`config.mk`:
```
export PLATFORM = sky130hd
export DESIGN_NAME = fcs_sequencer
export DESIGN_NICKNAME = d
export VERILOG_FILES = /design/src/fcs_pkg.sv /design/src/fcs_sequencer.sv
export VERILOG_INCLUDE_DIRS = /design/src
export SDC_FILE = /design/constraint.sdc
export NUM_CORES = 1
export LEC_CHECK = 0
export ABC_AREA = 0
export BUFFER_PORTS_ARGS = -buffer_cell sky130_fd_sc_hd__buf_2
export CORE_UTILIZATION = 55
export CTS_BUF_LIST = sky130_fd_sc_hd__clkbuf_16
export DETAILED_ROUTE_END_ITERATION = 12
export PLACE_DENSITY = 0.8
export SETUP_SLACK_MARGIN = 0.1
export SYNTH_ARGS = -nofsm -noshare
export SYNTH_HDL_FRONTEND = slang
export SYNTH_SLANG_ARGS = --single-unit
```
`constraint.sdc`:
```
create_clock -name clock -period 2.8 [get_ports clock]
set_input_delay 0.28 -clock clock [delete_from_list [all_inputs] [get_ports clock]]
set_output_delay 0.28 -clock clock [all_outputs]
set_load 0.02 [all_outputs]
```
`src/fcs_map.svh`:
```
// Constants of the flash command sequencer: command cycles, page and block layout.
// Assumes command writes carry a full 32-bit address and word.
`ifndef FCS_MAP_SVH
`define FCS_MAP_SVH

// Address bits [20:8] compared in each command cycle
`define FCS_CMD_MSB    20
`define FCS_CMD_LSB    8
`define FCS_CMD_ADDR_A 13'h0055
`define FCS_CMD_ADDR_B 13'h00aa

// Data of the command cycles
`define FCS_DATA_UNLK1 32'h0000_00aa
`define FCS_DATA_UNLK2 32'h0000_0055
`define FCS_DATA_PROG  32'h0000_00a0
`define FCS_DATA_READ  32'h0000_00f0

// Page: 128 words sharing address bits [31:9]
`define FCS_PAGE_LSB   9
`define FCS_WORD_LSB   2
`define FCS_PAGE_WORDS 8'h80
`define FCS_LAST_WORD  7'h7f

// Protection blocks of 128 kB, four of them
`define FCS_BLK_MSB    18
`define FCS_BLK_LSB    17

// Reset values
`define FCS_RDY_RST    1'h1
`define FCS_CNT_RST    7'h00

`endif

```
`src/fcs_pkg.sv`:
```
// Types of the flash command sequencer.
// Assumes fcs_map.svh is compiled alongside.
package fcs_pkg;

	typedef struct packed {
		logic [31:0] addr;
		logic [31:0] data;
	} fcs_wr_t;

	typedef enum logic [3:0] {
		FCS_READ,
		FCS_CYC1,
		FCS_CYC2,
		FCS_ARMED,
		FCS_PROG,
		FCS_DRAIN,
		FCS_FAIL,
		FCS_FCYC1,
		FCS_FCYC2
	} fcs_state_t;

endpackage

```
`src/fcs_sequencer.sv`:
```
// Flash command sequencer: decodes store-word writes, runs page program.
// Assumes bus writes and the array port sit on the same clock as the sequencer.
//
// Summary of operation
// A complete three-cycle read/reset sequence returns to read mode after its third cycle.
// Any write deviating from the command sequence abandons it and falls back to read mode.
// Host cancels partial or wrong commands with read/reset; sequencer then re-enters read mode.
// Host drives address bits [31:21] equal to the command region's virtual address.
// Host spaces command writes at least 15 system clocks apart.
// No flash reads, DMA, jumps or maskable interrupts during a command sequence.
// Host checks ready/busy flag is 1 before a command's first write.
// CPU reset aborts any automatic operation and returns to read mode.
// Programming only clears cells from 1 to 0; only erase sets them.
// A page is 128 words sharing address bits [31:9], offsets 0 to 0x1FF.
// Programming starts at the fourth write with page top; later writes give next words.
// New command sequences are ignored while page programming runs; only reset interrupts.
// A successful page sets ready/busy to 1 and returns to read mode by itself.
// One command programs exactly one page; data never crosses a page boundary.
// No cell in a protected block is altered.
// A failed program locks the sequencer until read/reset command or hardware reset.
// From the fourth write of page program, software read/reset has no effect.
// Host programs each erased page once; erase before programming again.
// Host writes the whole page, all-ones for words left unprogrammed.
// No internal verify; host reads back programmed data.
// After reset interrupts programming, host erases the page before reprogramming.
// Host follows each command store with a synchronising barrier.
// Ready/busy reads 0 during automatic operation, 1 when it terminates.
// Writing 0xF0 to any flash address is the read command.
// Array read data is undefined while ready/busy is 0.
// Busy holds from operation start until it ends or reset aborts it.
`timescale 1ns/100ps
`include "fcs_map.svh"

module fcs_sequencer (
	input  wire logic           clock,
	input  wire logic           nrst,
	input  wire logic           wr_valid,
	output logic                wr_ready,
	input  wire fcs_pkg::fcs_wr_t wr_req,
	input  wire logic [3:0]     blk_protect,
	output logic                ary_valid,
	input  wire logic           ary_ready,
	output fcs_pkg::fcs_wr_t    ary_word,
	input  wire logic           ary_busy,
	input  wire logic           ary_fail,
	output logic                ready_busy_flag,
	output logic                read_mode,
	output logic                ary_read_en,
	output logic                seq_abort,
	output logic                prog_done
);

	// Matches one command cycle on address bits [20:8] and data
	function automatic logic cmd_hit(
		input logic [31:0] addr,
		input logic [31:0] data,
		input logic [12:0] a,
		input logic [31:0] d
	);
		cmd_hit = (addr[`FCS_CMD_MSB:`FCS_CMD_LSB] == a) && (data == d);
	endfunction

	function automatic logic is_busy(input fcs_pkg::fcs_state_t s);
		is_busy = (s == fcs_pkg::FCS_PROG) || (s == fcs_pkg::FCS_DRAIN) ||
			(s == fcs_pkg::FCS_FAIL) || (s == fcs_pkg::FCS_FCYC1) || (s == fcs_pkg::FCS_FCYC2);
	endfunction

	// Protection bit of the block holding this address
	function automatic logic blk_locked(input logic [31:0] addr, input logic [3:0] prot);
		blk_locked = prot[addr[`FCS_BLK_MSB:`FCS_BLK_LSB]];
	endfunction

	fcs_pkg::fcs_state_t state_q;
	fcs_pkg::fcs_state_t state_d;
	fcs_pkg::fcs_wr_t    buf0_q;
	fcs_pkg::fcs_wr_t    buf1_q;
	fcs_pkg::fcs_wr_t    push_word;
	logic                buf0_v_q;
	logic                buf1_v_q;
	logic                buf0_v_d;
	logic                buf1_v_d;
	logic                wr_ready_q;
	logic                take;
	logic                push;
	logic                pop;
	logic                flush;
	logic [22:0]         page_q;
	logic [6:0]          word_q;
	logic                prot_q;
	logic                idle_q;
	logic                idle_now;
	logic                rdy_q;
	logic                read_mode_q;
	logic                rd_en_q;
	logic                abort_d;
	logic                abort_q;
	logic                done_d;
	logic                done_q;
	logic                unlk1;
	logic                unlk2;
	logic                rd_cmd;
	logic                prog_cmd;
	logic                single_rd;

	assign take      = wr_valid && wr_ready_q;
	assign unlk1     = cmd_hit(wr_req.addr, wr_req.data, `FCS_CMD_ADDR_A, `FCS_DATA_UNLK1);
	assign unlk2     = cmd_hit(wr_req.addr, wr_req.data, `FCS_CMD_ADDR_B, `FCS_DATA_UNLK2);
	assign rd_cmd    = cmd_hit(wr_req.addr, wr_req.data, `FCS_CMD_ADDR_A, `FCS_DATA_READ);
	assign prog_cmd  = cmd_hit(wr_req.addr, wr_req.data, `FCS_CMD_ADDR_A, `FCS_DATA_PROG);
	assign single_rd = (wr_req.data == `FCS_DATA_READ);
	assign idle_now  = !buf0_v_q && !buf1_v_q && !ary_busy;

	// Sequence decoder
	always_comb begin
		state_d = state_q;
		abort_d = 1'b0;
		done_d  = 1'b0;
		unique case (state_q)
			fcs_pkg::FCS_READ: begin
				// Single 0xF0 write is the read command: already in read mode
				if (take && unlk1) begin
					state_d = fcs_pkg::FCS_CYC1;
				end else if (take && !single_rd) begin
					abort_d = 1'b1;
				end
			end
			fcs_pkg::FCS_CYC1: begin
				if (take) begin
					if (unlk2) begin
						state_d = fcs_pkg::FCS_CYC2;
					end else begin
						state_d = fcs_pkg::FCS_READ;
						abort_d = !single_rd;
					end
				end
			end
			fcs_pkg::FCS_CYC2: begin
				if (take) begin
					if (prog_cmd) begin
						state_d = fcs_pkg::FCS_ARMED;
					end else begin
						state_d = fcs_pkg::FCS_READ;
						abort_d = !rd_cmd && !single_rd;
					end
				end
			end
			fcs_pkg::FCS_ARMED: begin
				// Fourth write is page data, whatever its value
				if (take) begin
					state_d = fcs_pkg::FCS_PROG;
				end
			end
			fcs_pkg::FCS_PROG: begin
				// Command patterns here are plain page data
				if (ary_fail) begin
					state_d = fcs_pkg::FCS_FAIL;
				end else if (take && word_q == `FCS_LAST_WORD) begin
					state_d = fcs_pkg::FCS_DRAIN;
				end
			end
			fcs_pkg::FCS_DRAIN: begin
				if (ary_fail) begin
					state_d = fcs_pkg::FCS_FAIL;
				end else if (idle_q && idle_now) begin
					state_d = fcs_pkg::FCS_READ;
					done_d  = 1'b1;
				end
			end
			fcs_pkg::FCS_FAIL: begin
				// Locked: only the read/reset command leaves
				if (take && unlk1) begin
					state_d = fcs_pkg::FCS_FCYC1;
				end else if (take && single_rd) begin
					state_d = fcs_pkg::FCS_READ;
				end
			end
			fcs_pkg::FCS_FCYC1: begin
				if (take) begin
					state_d = unlk2 ? fcs_pkg::FCS_FCYC2 :
						(single_rd ? fcs_pkg::FCS_READ : fcs_pkg::FCS_FAIL);
				end
			end
			fcs_pkg::FCS_FCYC2: begin
				if (take) begin
					state_d = (rd_cmd || single_rd) ? fcs_pkg::FCS_READ : fcs_pkg::FCS_FAIL;
				end
			end
			default: begin
				state_d = fcs_pkg::FCS_READ;
			end
		endcase
	end

	always_ff @(posedge clock) begin
		if (!nrst) begin
			state_q <= fcs_pkg::FCS_READ;
		end else begin
			state_q <= state_d;
		end
	end

	// Page base, word index and protection, latched at the fourth write
	always_ff @(posedge clock) begin
		if (!nrst) begin
			page_q <= 23'h000000;
			word_q <= `FCS_CNT_RST;
			prot_q <= 1'b0;
		end else if (state_q == fcs_pkg::FCS_ARMED && take) begin
			page_q <= wr_req.addr[31:`FCS_PAGE_LSB];
			word_q <= 7'h01;
			prot_q <= blk_locked(wr_req.addr, blk_protect);
		end else if (state_q == fcs_pkg::FCS_PROG && take) begin
			word_q <= word_q + 7'h01;
		end
	end

	// Address is built from the page, so words never leave it
	always_comb begin
		push_word.data = wr_req.data;
		if (state_q == fcs_pkg::FCS_ARMED) begin
			push_word.addr = {wr_req.addr[31:`FCS_PAGE_LSB], 9'h000};
		end else begin
			push_word.addr = {page_q, word_q, 2'h0};
		end
	end

	// Protected pages swallow their words without reaching the array
	assign push = take && !flush &&
		((state_q == fcs_pkg::FCS_ARMED && !blk_locked(wr_req.addr, blk_protect)) ||
		(state_q == fcs_pkg::FCS_PROG && !prot_q));
	assign pop   = buf0_v_q && ary_ready;
	assign flush = ary_fail;

	// Two-entry buffer; head always sits in buf0 so the array port is a flop
	always_comb begin
		buf0_v_d = buf0_v_q;
		buf1_v_d = buf1_v_q;
		if (flush) begin
			buf0_v_d = 1'b0;
			buf1_v_d = 1'b0;
		end else if (pop) begin
			buf0_v_d = buf1_v_q || push;
			buf1_v_d = buf1_v_q && push;
		end else if (push) begin
			buf0_v_d = 1'b1;
			buf1_v_d = buf0_v_q;
		end
	end

	always_ff @(posedge clock) begin
		if (!nrst) begin
			buf0_v_q <= 1'b0;
			buf1_v_q <= 1'b0;
		end else begin
			buf0_v_q <= buf0_v_d;
			buf1_v_q <= buf1_v_d;
		end
	end

	always_ff @(posedge clock) begin
		if (!nrst) begin
			buf0_q <= '0;
			buf1_q <= '0;
		end else if (pop) begin
			buf0_q <= buf1_v_q ? buf1_q : push_word;
			if (buf1_v_q && push) begin
				buf1_q <= push_word;
			end
		end else if (push) begin
			if (buf0_v_q) begin
				buf1_q <= push_word;
			end else begin
				buf0_q <= push_word;
			end
		end
	end

	// Ready drops once the buffer fills, stalling the writer without loss
	always_ff @(posedge clock) begin
		if (!nrst) begin
			wr_ready_q <= 1'b1;
		end else begin
			wr_ready_q <= !buf1_v_d;
		end
	end

	// Drain needs two idle samples, since array busy lags its acceptance
	always_ff @(posedge clock) begin
		if (!nrst) begin
			idle_q <= 1'b0;
		end else begin
			idle_q <= idle_now;
		end
	end

	// Status follows the next state, so busy rises with the fourth write
	always_ff @(posedge clock) begin
		if (!nrst) begin
			rdy_q <= `FCS_RDY_RST;
		end else begin
			rdy_q <= !is_busy(state_d);
		end
	end

	always_ff @(posedge clock) begin
		if (!nrst) begin
			read_mode_q <= 1'b1;
		end else begin
			read_mode_q <= (state_d == fcs_pkg::FCS_READ);
		end
	end

	// Array read data is not trusted while busy
	always_ff @(posedge clock) begin
		if (!nrst) begin
			rd_en_q <= 1'b1;
		end else begin
			rd_en_q <= !is_busy(state_d);
		end
	end

	always_ff @(posedge clock) begin
		if (!nrst) begin
			abort_q <= 1'b0;
		end else begin
			abort_q <= abort_d;
		end
	end

	// Done only means no failure was reported; nothing is read back
	always_ff @(posedge clock) begin
		if (!nrst) begin
			done_q <= 1'b0;
		end else begin
			done_q <= done_d;
		end
	end

	assign wr_ready        = wr_ready_q;
	assign ary_valid       = buf0_v_q;
	assign ary_word        = buf0_q;
	assign ready_busy_flag = rdy_q;
	assign read_mode       = read_mode_q;
	assign ary_read_en     = rd_en_q;
	assign seq_abort       = abort_q;
	assign prog_done       = done_q;

endmodule

```
==> summary.md, run 1 <==
| Metric | Value |
|---|---|
| Reg area | 0.00334 mm² |
| Synthesized area per cell | 8.41 µm² |
| Clock root cell | clkbuf_16 |
| I/O pin count | 145 |
| Max_slew headroom | 49.9% |
| EDFF count, synth | 0 |
| Tcrit/Tclk final | 91.7% |
| Worst-path maximum fanout | 124 |
| Mapped Cells | 883 |
| Fill count | 1,109 |
| Clk slew on worst S/H paths | 0.07 ns |
| Worst-margin pin slew | 0.751 ns |
| Core area | 0.0132 mm² |
| ANT cells | 0 |
| Port bufs | 134 |
| Routed Wire Length | 18,000 µm |
| Initial core utilization | 56.3% |
| Tot Pwr | 4.94 mW |
| Cell leakage power | 4.36 nW |
| Cell Pwr Density | 564 mW/mm² |
| Hold Crit Class | input port to flop |
| Vias per cell | 5.71 |
| Switching portion of total power | 22.0% |
| Synth warnings | 0 |
| Status | finished, final reports clean |
| Die extent in x | 118 µm |
| Final HPWL DP | 10,900 µm |
| Clock power share | 48.3% |
| H-Tree Depth | 4 |
| Number of global-route vias before repair | 6,126 |
| Total grt overflow | 0 |
| Drt wl/cell | 15.5 µm |
| Clock sink count | 167 |
| Net count, final | 1,050 |
| Cts bufs inserted | 17 |
| Setup crit end kind | flop |
| Area of the multi-input gates | 0.00375 mm² |
| CTS tree | yes |
| Complex-gate fraction of the synthesized area | 22.0% |
| Die ar. | 0.0140 mm² |
| CP startpoint | state_q[0] |
| Peak supply drop | 528 µV |
| Post-Route Skew | 0.00766 ns |
| Layout cells sized above 1 | 19.0% |
| DRC viols | 0 |
| Register area share after synthesis | 45.0% |
| Xor/xnor share of the synthesized area | 0.707% |
| Area grow syn2layout | 17.8% |
| Max Fclk | 389 MHz |
| Reg2reg start | state_q[0] |
| Seq pwr share | 48.1% |
| Initial antenna violation count | 0 |
| Crit Path Class | flop to flop |
| FP Rows | 42 |
| Largest family of logic cells by synthesized area | simple AND/OR/NAND/NOR gates |
| Setup bufs post-CTS | 0 |
| Setup TNS | 0 ns |
| Switching power | 1.09 mW |
| Startpoint Class | flop |
| Post-synthesis mux area share | 3.54% |
| Main synth FF type | dfxtp_1 |
| Synth Cell Area | 0.00743 mm² |
| Ys async rst share | 0% |
| Max_cap viols | 0 |
| Chip Height | 118 µm |
| Adder-cell share of the synthesized area | 0.168% |
| Initial DRC count | 509 |
| Pint | 3.85 mW |
| Hold path startpoint | ary_busy |
| Hold_buf cts | 0 |
| Total Routing Usage GR | 26.3% |
| Placer Congestion | 0.873 |
| CP arrival | 2.91 ns |
| 1st-pass router iterations | 5 |
| Tmin final | 2.57 ns |
| Via count | 6,647 |
| Yosys cell types | 55 |
| Comb power frac | 3.6% |
| Worst path required time | 3.14 ns |
| Largest net degree at the start of global routing | 125 |
| Hold_ws | 0.0417 ns |
| RSZ-0062 raised after global routing | no |
| CTS max path bufs | 2 |
| Area share of and/or/nand/nor cells after synthesis | 23.6% |
| Max-slew violations | 0 |
| Flop and latch count out of synthesis | 167 |
| Final ANT Viol Nets | 0 |
| Endpoints failing hold | 0 |
| First-pass GRT wire length | 29,800 µm |
| Clk_lat worst skew | 0.42 ns |
| # setup viols final | 0 |
| Post-CTS Resized | 0 |
power by group through the flow:
stage,sequential (mW),combinational [mW],clock [mW]
finish,2.38,0.179,2.39
global route,2.38,0.193,2.53
CTS,2.38,0.177,2.42
detailed placement,2.43,0.175,0
global placement,2.43,0.175,0
floorplan,2.43,0.0783,0
final cells by class:
class | count | share of cell area (%)
multi-input combinational | 635 | 42.8
clock inverter | 15 | 2.02
clock buffer | 17 | 4.86
timing repair buffer | 149 | 9.40
tap | 176 | 2.52
sequential | 167 | 38.2
inverter | 5 | 0.214
path summary, 6_finish.rpt:
kind                                      to  cells after the start  slack [ns]
worst max register to register  ary_word[45]                      7        0.23
worst max-delay path            ary_word[45]                      7        0.23
worst min-delay path                  idle_q                      2        0.04
worst min register to register    buf1_q[30]                      2        0.45
cell usage after synthesis, types with 2 or more instances:
master     instances  area [µm²]
nor4bb_1           2        20.0
a21oi_1            4        20.0
clkbuf_1          43         161
o2111ai_1         24         210
nor3_1             5        25.0
buf_4              7        52.6
a211oi_1           2        15.0
or4_1              2        15.0
a211o_1            3        26.3
buf_1              4        15.0
nor4_1             9        56.3
nand3_1           61         305
nand2b_1           3        18.8
xor2_1             3        26.3
nand2_1          277        1040
a21boi_0          54         405
nand4_1            4        25.0
o211a_1           62         621
and3_1             5        31.3
dfxtp_1          167        3340
o41ai_1            2        17.5
o21ai_0           24         120
and2_1             2        12.5
a21boi_1          10        75.1
inv_1              5        18.8
nor2_1            17        63.8
nor2b_1            2        12.5
xnor2_1            3        26.3
buf_2             22         110
o22ai_1            3        18.8
nand4bb_1          3        33.8
mux2i_1           24         240
nor4b_1            3        26.3
worst max-delay path: stages (launching register included):
cell       delay, ns
dfxtp_1         0.40
nand4bb_1       0.32
or2_2           0.37
o22a_4          0.29
o31ai_4         0.23
buf_12          0.39
o2111ai_1       0.23
o21ai_0         0.14
logic make-up after synthesis:
| family | count (synthesis) |
|---|---|
| adders and majority gates | 1 |
| buffers and inverters | 82 |
| xor gates and xnor gates | 6 |
| and+or+nand+nor | 403 |
| AOI/OAI and AO/OA | 198 |
| DFF | 167 |
| other | 1 |
| muxes | 25 |
cell usage in the layout, fill, tap and decap left out, types with 3 or more instances in the layout:
master,n
inv_1,6
clkinvlp_4,4
a21oi_1,4
xnor2_1,3
o22ai_1,3
o21ai_0,24
nand4_1,4
nor4b_1,3
nand3_1,60
buf_2,133
a21boi_1,10
buf_12,3
nand2b_1,3
mux2i_1,24
clkbuf_16,17
bufinv_16,3
nor4_1,9
inv_6,5
xor2_1,3
buf_4,13
a211o_1,3
nor3_1,5
nor2_1,16
dfxtp_1,167
a21boi_0,54
nand2_1,277
o2111ai_1,24
o211a_1,62
and3_1,5
flip-flops by register name (all words and copies together), names as in the netlist, 4 cells and up:
| name | flops |
|---|---|
| ary_word | 62 |
| buf1_q | 62 |
| page_q | 23 |
| state_q | 4 |
| word_q | 7 |
per-layer routing:
metal | GRT usage, % | vias to the layer above | part of all wire (%)
met5 | 0 | - | 0
met4 | 8.81 | 0 | 1.8
met3 | 6.37 | 26 | 5.4
met2 | 43.1 | 183 | 48
met1 | 33.7 | 3161 | 44
li1 | - | 3277 | -
metrics by stage:
step	util [%]	cell area [µm²]	cells	setup slack, ns
6_report	66.4	8750	1164	0.232
5_1_grt	66.4	8750	1164	0.103
4_1_cts	66.4	8750	1164	0.226
3_5_place_dp	61.8	8150	1132	0.264
3_3_place_gp	61.8	8150	1132	0.318
2_1_floorplan	-	7430	884	0.655
Power figures use the tool's default switching activity.
==> run 2, diff against run 1 <==
--- a/config.mk
+++ b/config.mk
@@ -8,10 +8,10 @@
 export LEC_CHECK = 0
 export ABC_AREA = 0
 export BUFFER_PORTS_ARGS = -buffer_cell sky130_fd_sc_hd__buf_2
-export CORE_UTILIZATION = 55
+export CAP_MARGIN = 20
+export CORE_UTILIZATION = 24
 export CTS_BUF_LIST = sky130_fd_sc_hd__clkbuf_16
 export DETAILED_ROUTE_END_ITERATION = 12
-export PLACE_DENSITY = 0.8
 export SETUP_SLACK_MARGIN = 0.1
 export SYNTH_ARGS = -nofsm -noshare
 export SYNTH_HDL_FRONTEND = slang
==> run 2 against run 1 <==
Net effect:
- clock power is 2% lower
- critical path depth unchanged
- combinational power about the same
- non-clock buffer count up 4
==> summary.md, run 2 (synthesized netlist as in run 1, its figures left out) <==
| Metric | Value |
|---|---|
| Status | finished, final reports clean |
| H-Tree Depth | 4 (unchanged) |
| Via count | 6,551 (-1.4%) |
| Hold_ws | 0.0288 ns (-0.0130 ns) |
| Initial antenna violation count | 2 (+2) |
| Final ANT Viol Nets | 0 (unchanged) |
| Initial DRC count | 373 (-27%) |
| Pint | 3.82 mW (-0.91%) |
| Clock sink count | 167 (unchanged) |
| Post-Route Skew | 0.00693 ns (-0.000730 ns) |
| Final HPWL DP | 13,900 µm (+28%) |
| Most frequent cells in the layout | nand2_1, dfxtp_1, buf_2, o211a_1, nand3_1 |
| Max_slew headroom | 56.5% (+6.6 points) |
| Tcrit/Tclk final | 86.0% (-5.7 points) |
| Cts bufs inserted | 17 (unchanged) |
| Worst-path maximum fanout | 82 (-34%) |
| Setup bufs post-CTS | 0 (unchanged) |
| Drt wl/cell | 15.3 µm (-1.1%) |
| Cell Pwr Density | 541 mW/mm² (-4.2%) |
| Seq pwr share | 48.5% (+0.4 points) |
| Total grt overflow | 0 (unchanged) |
| Post-CTS Resized | 0 (unchanged) |
| Max_cap viols | 0 (unchanged) |
| CP arrival | 2.73 ns (-0.18 ns) |
| Clock root cell | clkbuf_16 |
| Comb power frac | 3.7% (about the same) |
| CTS tree | yes |
| Net count, final | 1,054 (+0.38%) |
| Placer Congestion | 0.847 (-3.0%) |
| Die ar. | 0.0317 mm² (+130%) |
| Reg2reg start | state_q[2] |
| Worst path required time | 3.12 ns (-0.02 ns) |
| Initial core utilization | 24.4% (-32 points) |
| Port bufs | 134 (unchanged) |
| Clk slew on worst S/H paths | 0.07 ns (about the same) |
| Tot Pwr | 4.90 mW (-0.85%) |
| Endpoints failing hold | 0 (unchanged) |
| FP Rows | 64 (+52%) |
| Layout cells sized above 1 | 19.1% (+0.063 points) |
| DRC viols | 0 (unchanged) |
| CP startpoint | state_q[2] |
| Max-slew violations | 0 (unchanged) |
| Largest net degree at the start of global routing | 83 (-34%) |
| Hold_buf cts | 0 (unchanged) |
| Cell leakage power | 4.39 nW (+0.55%) |
| Number of global-route vias before repair | 6,216 (+1.5%) |
| Switching power | 1.08 mW (-0.65%) |
| Worst-margin pin slew | 0.652 ns (-0.0994 ns) |
| First-pass GRT wire length | 33,600 µm (+13%) |
| Peak supply drop | 409 µV (-22%) |
| 1st-pass router iterations | 4 (-1) |
| Core area | 0.0305 mm² (+130%) |
| Hold path startpoint | ary_busy |
| Total Routing Usage GR | 13.7% (-13 points) |
| Vias per cell | 4.72 (-17%) |
| Max Fclk | 415 MHz (+6.6%) |
| Routed Wire Length | 21,200 µm (+18%) |
| RSZ-0062 raised after global routing | no |
| Area grow syn2layout | 22.0% |
| Tmin final | 2.41 ns (-0.160 ns) |
| Hold Crit Class | input port to flop |
| Setup crit end kind | flop |
| Clock power share | 47.8% (-0.5 points) |
| Setup TNS | 0 ns (unchanged) |
| Chip Height | 178 µm (+51%) |
| Switching portion of total power | 22.1% (+0.045 points) |
| Clk_lat worst skew | 0.43 ns (about the same) |
| I/O pin count | 145 (unchanged) |
| # setup viols final | 0 (unchanged) |
| Crit Path Class | flop to flop |
| Die extent in x | 178 µm (+51%) |
| CTS max path bufs | 2 (unchanged) |
| Commonest non-fill, non-tap cell in the layout | nand2_1 |
| Startpoint Class | flop |
[run 2: final timing paths]
path / to / slack (ns) / cells past startpoint
worst max-delay path: ary_word[34] / 0.39 / 7
worst min-delay path: idle_q / 0.03 / 2
worst max register to register: ary_word[34] / 0.39 / 7
worst min register to register: buf1_q[31] / 0.45 / 2
[run 2: worst max-delay path, stage by stage, from the launching register on]
cell	delay, ns
dfxtp_1	0.52
nand2b_1	0.11
or2_2	0.37
o22a_4	0.29
o31ai_4	0.29
buf_12	0.36
nand3_1	0.16
o211a_1	0.16
[run 2: power by group through the flow]
stage                     sequential [mW]  clock, mW  combinational (mW)
final                                2.38       2.34               0.180
after global routing                 2.38       2.51               0.198
after CTS                            2.38       2.40               0.181
after detailed placement             2.43          0               0.181
after global placement               2.43          0               0.180
after floorplan                      2.43          0              0.0783
[run 2: metrics by stage]
| step | std cells | setup WS (ns) | utilization, % | cell area [µm²] |
|---|---|---|---|---|
| floorplan | 884 | 0.655 | - | 7430 |
| global placement | 1356 | 0.323 | 27.8 | 8490 |
| detailed placement | 1356 | 0.304 | 27.8 | 8490 |
| CTS | 1386 | 0.400 | 29.7 | 9060 |
| global route | 1386 | 0.243 | 29.7 | 9060 |
| finish | 1387 | 0.392 | 29.7 | 9060 |
[run 2: cell type report]
type	instances	area, µm²
fillers	3221	21400
multi-input cells	635	3760
flip-flops and latches	167	3340
repair buffers	153	878
well taps	396	495
clock buffers	17	425
clock inverters	13	141
inverters	5	18.8
diodes	1	2.50
[run 2: per-layer routing]
metal / wire length [µm] / global-route usage [%] / vias up
li1: - / - / 3291
met3: 1660 / 4.05 / 15
met2: 9590 / 22.2 / 166
met4: 207 / 3.56 / 2
met5: 10 / 0 / -
met1: 9720 / 17.6 / 3077
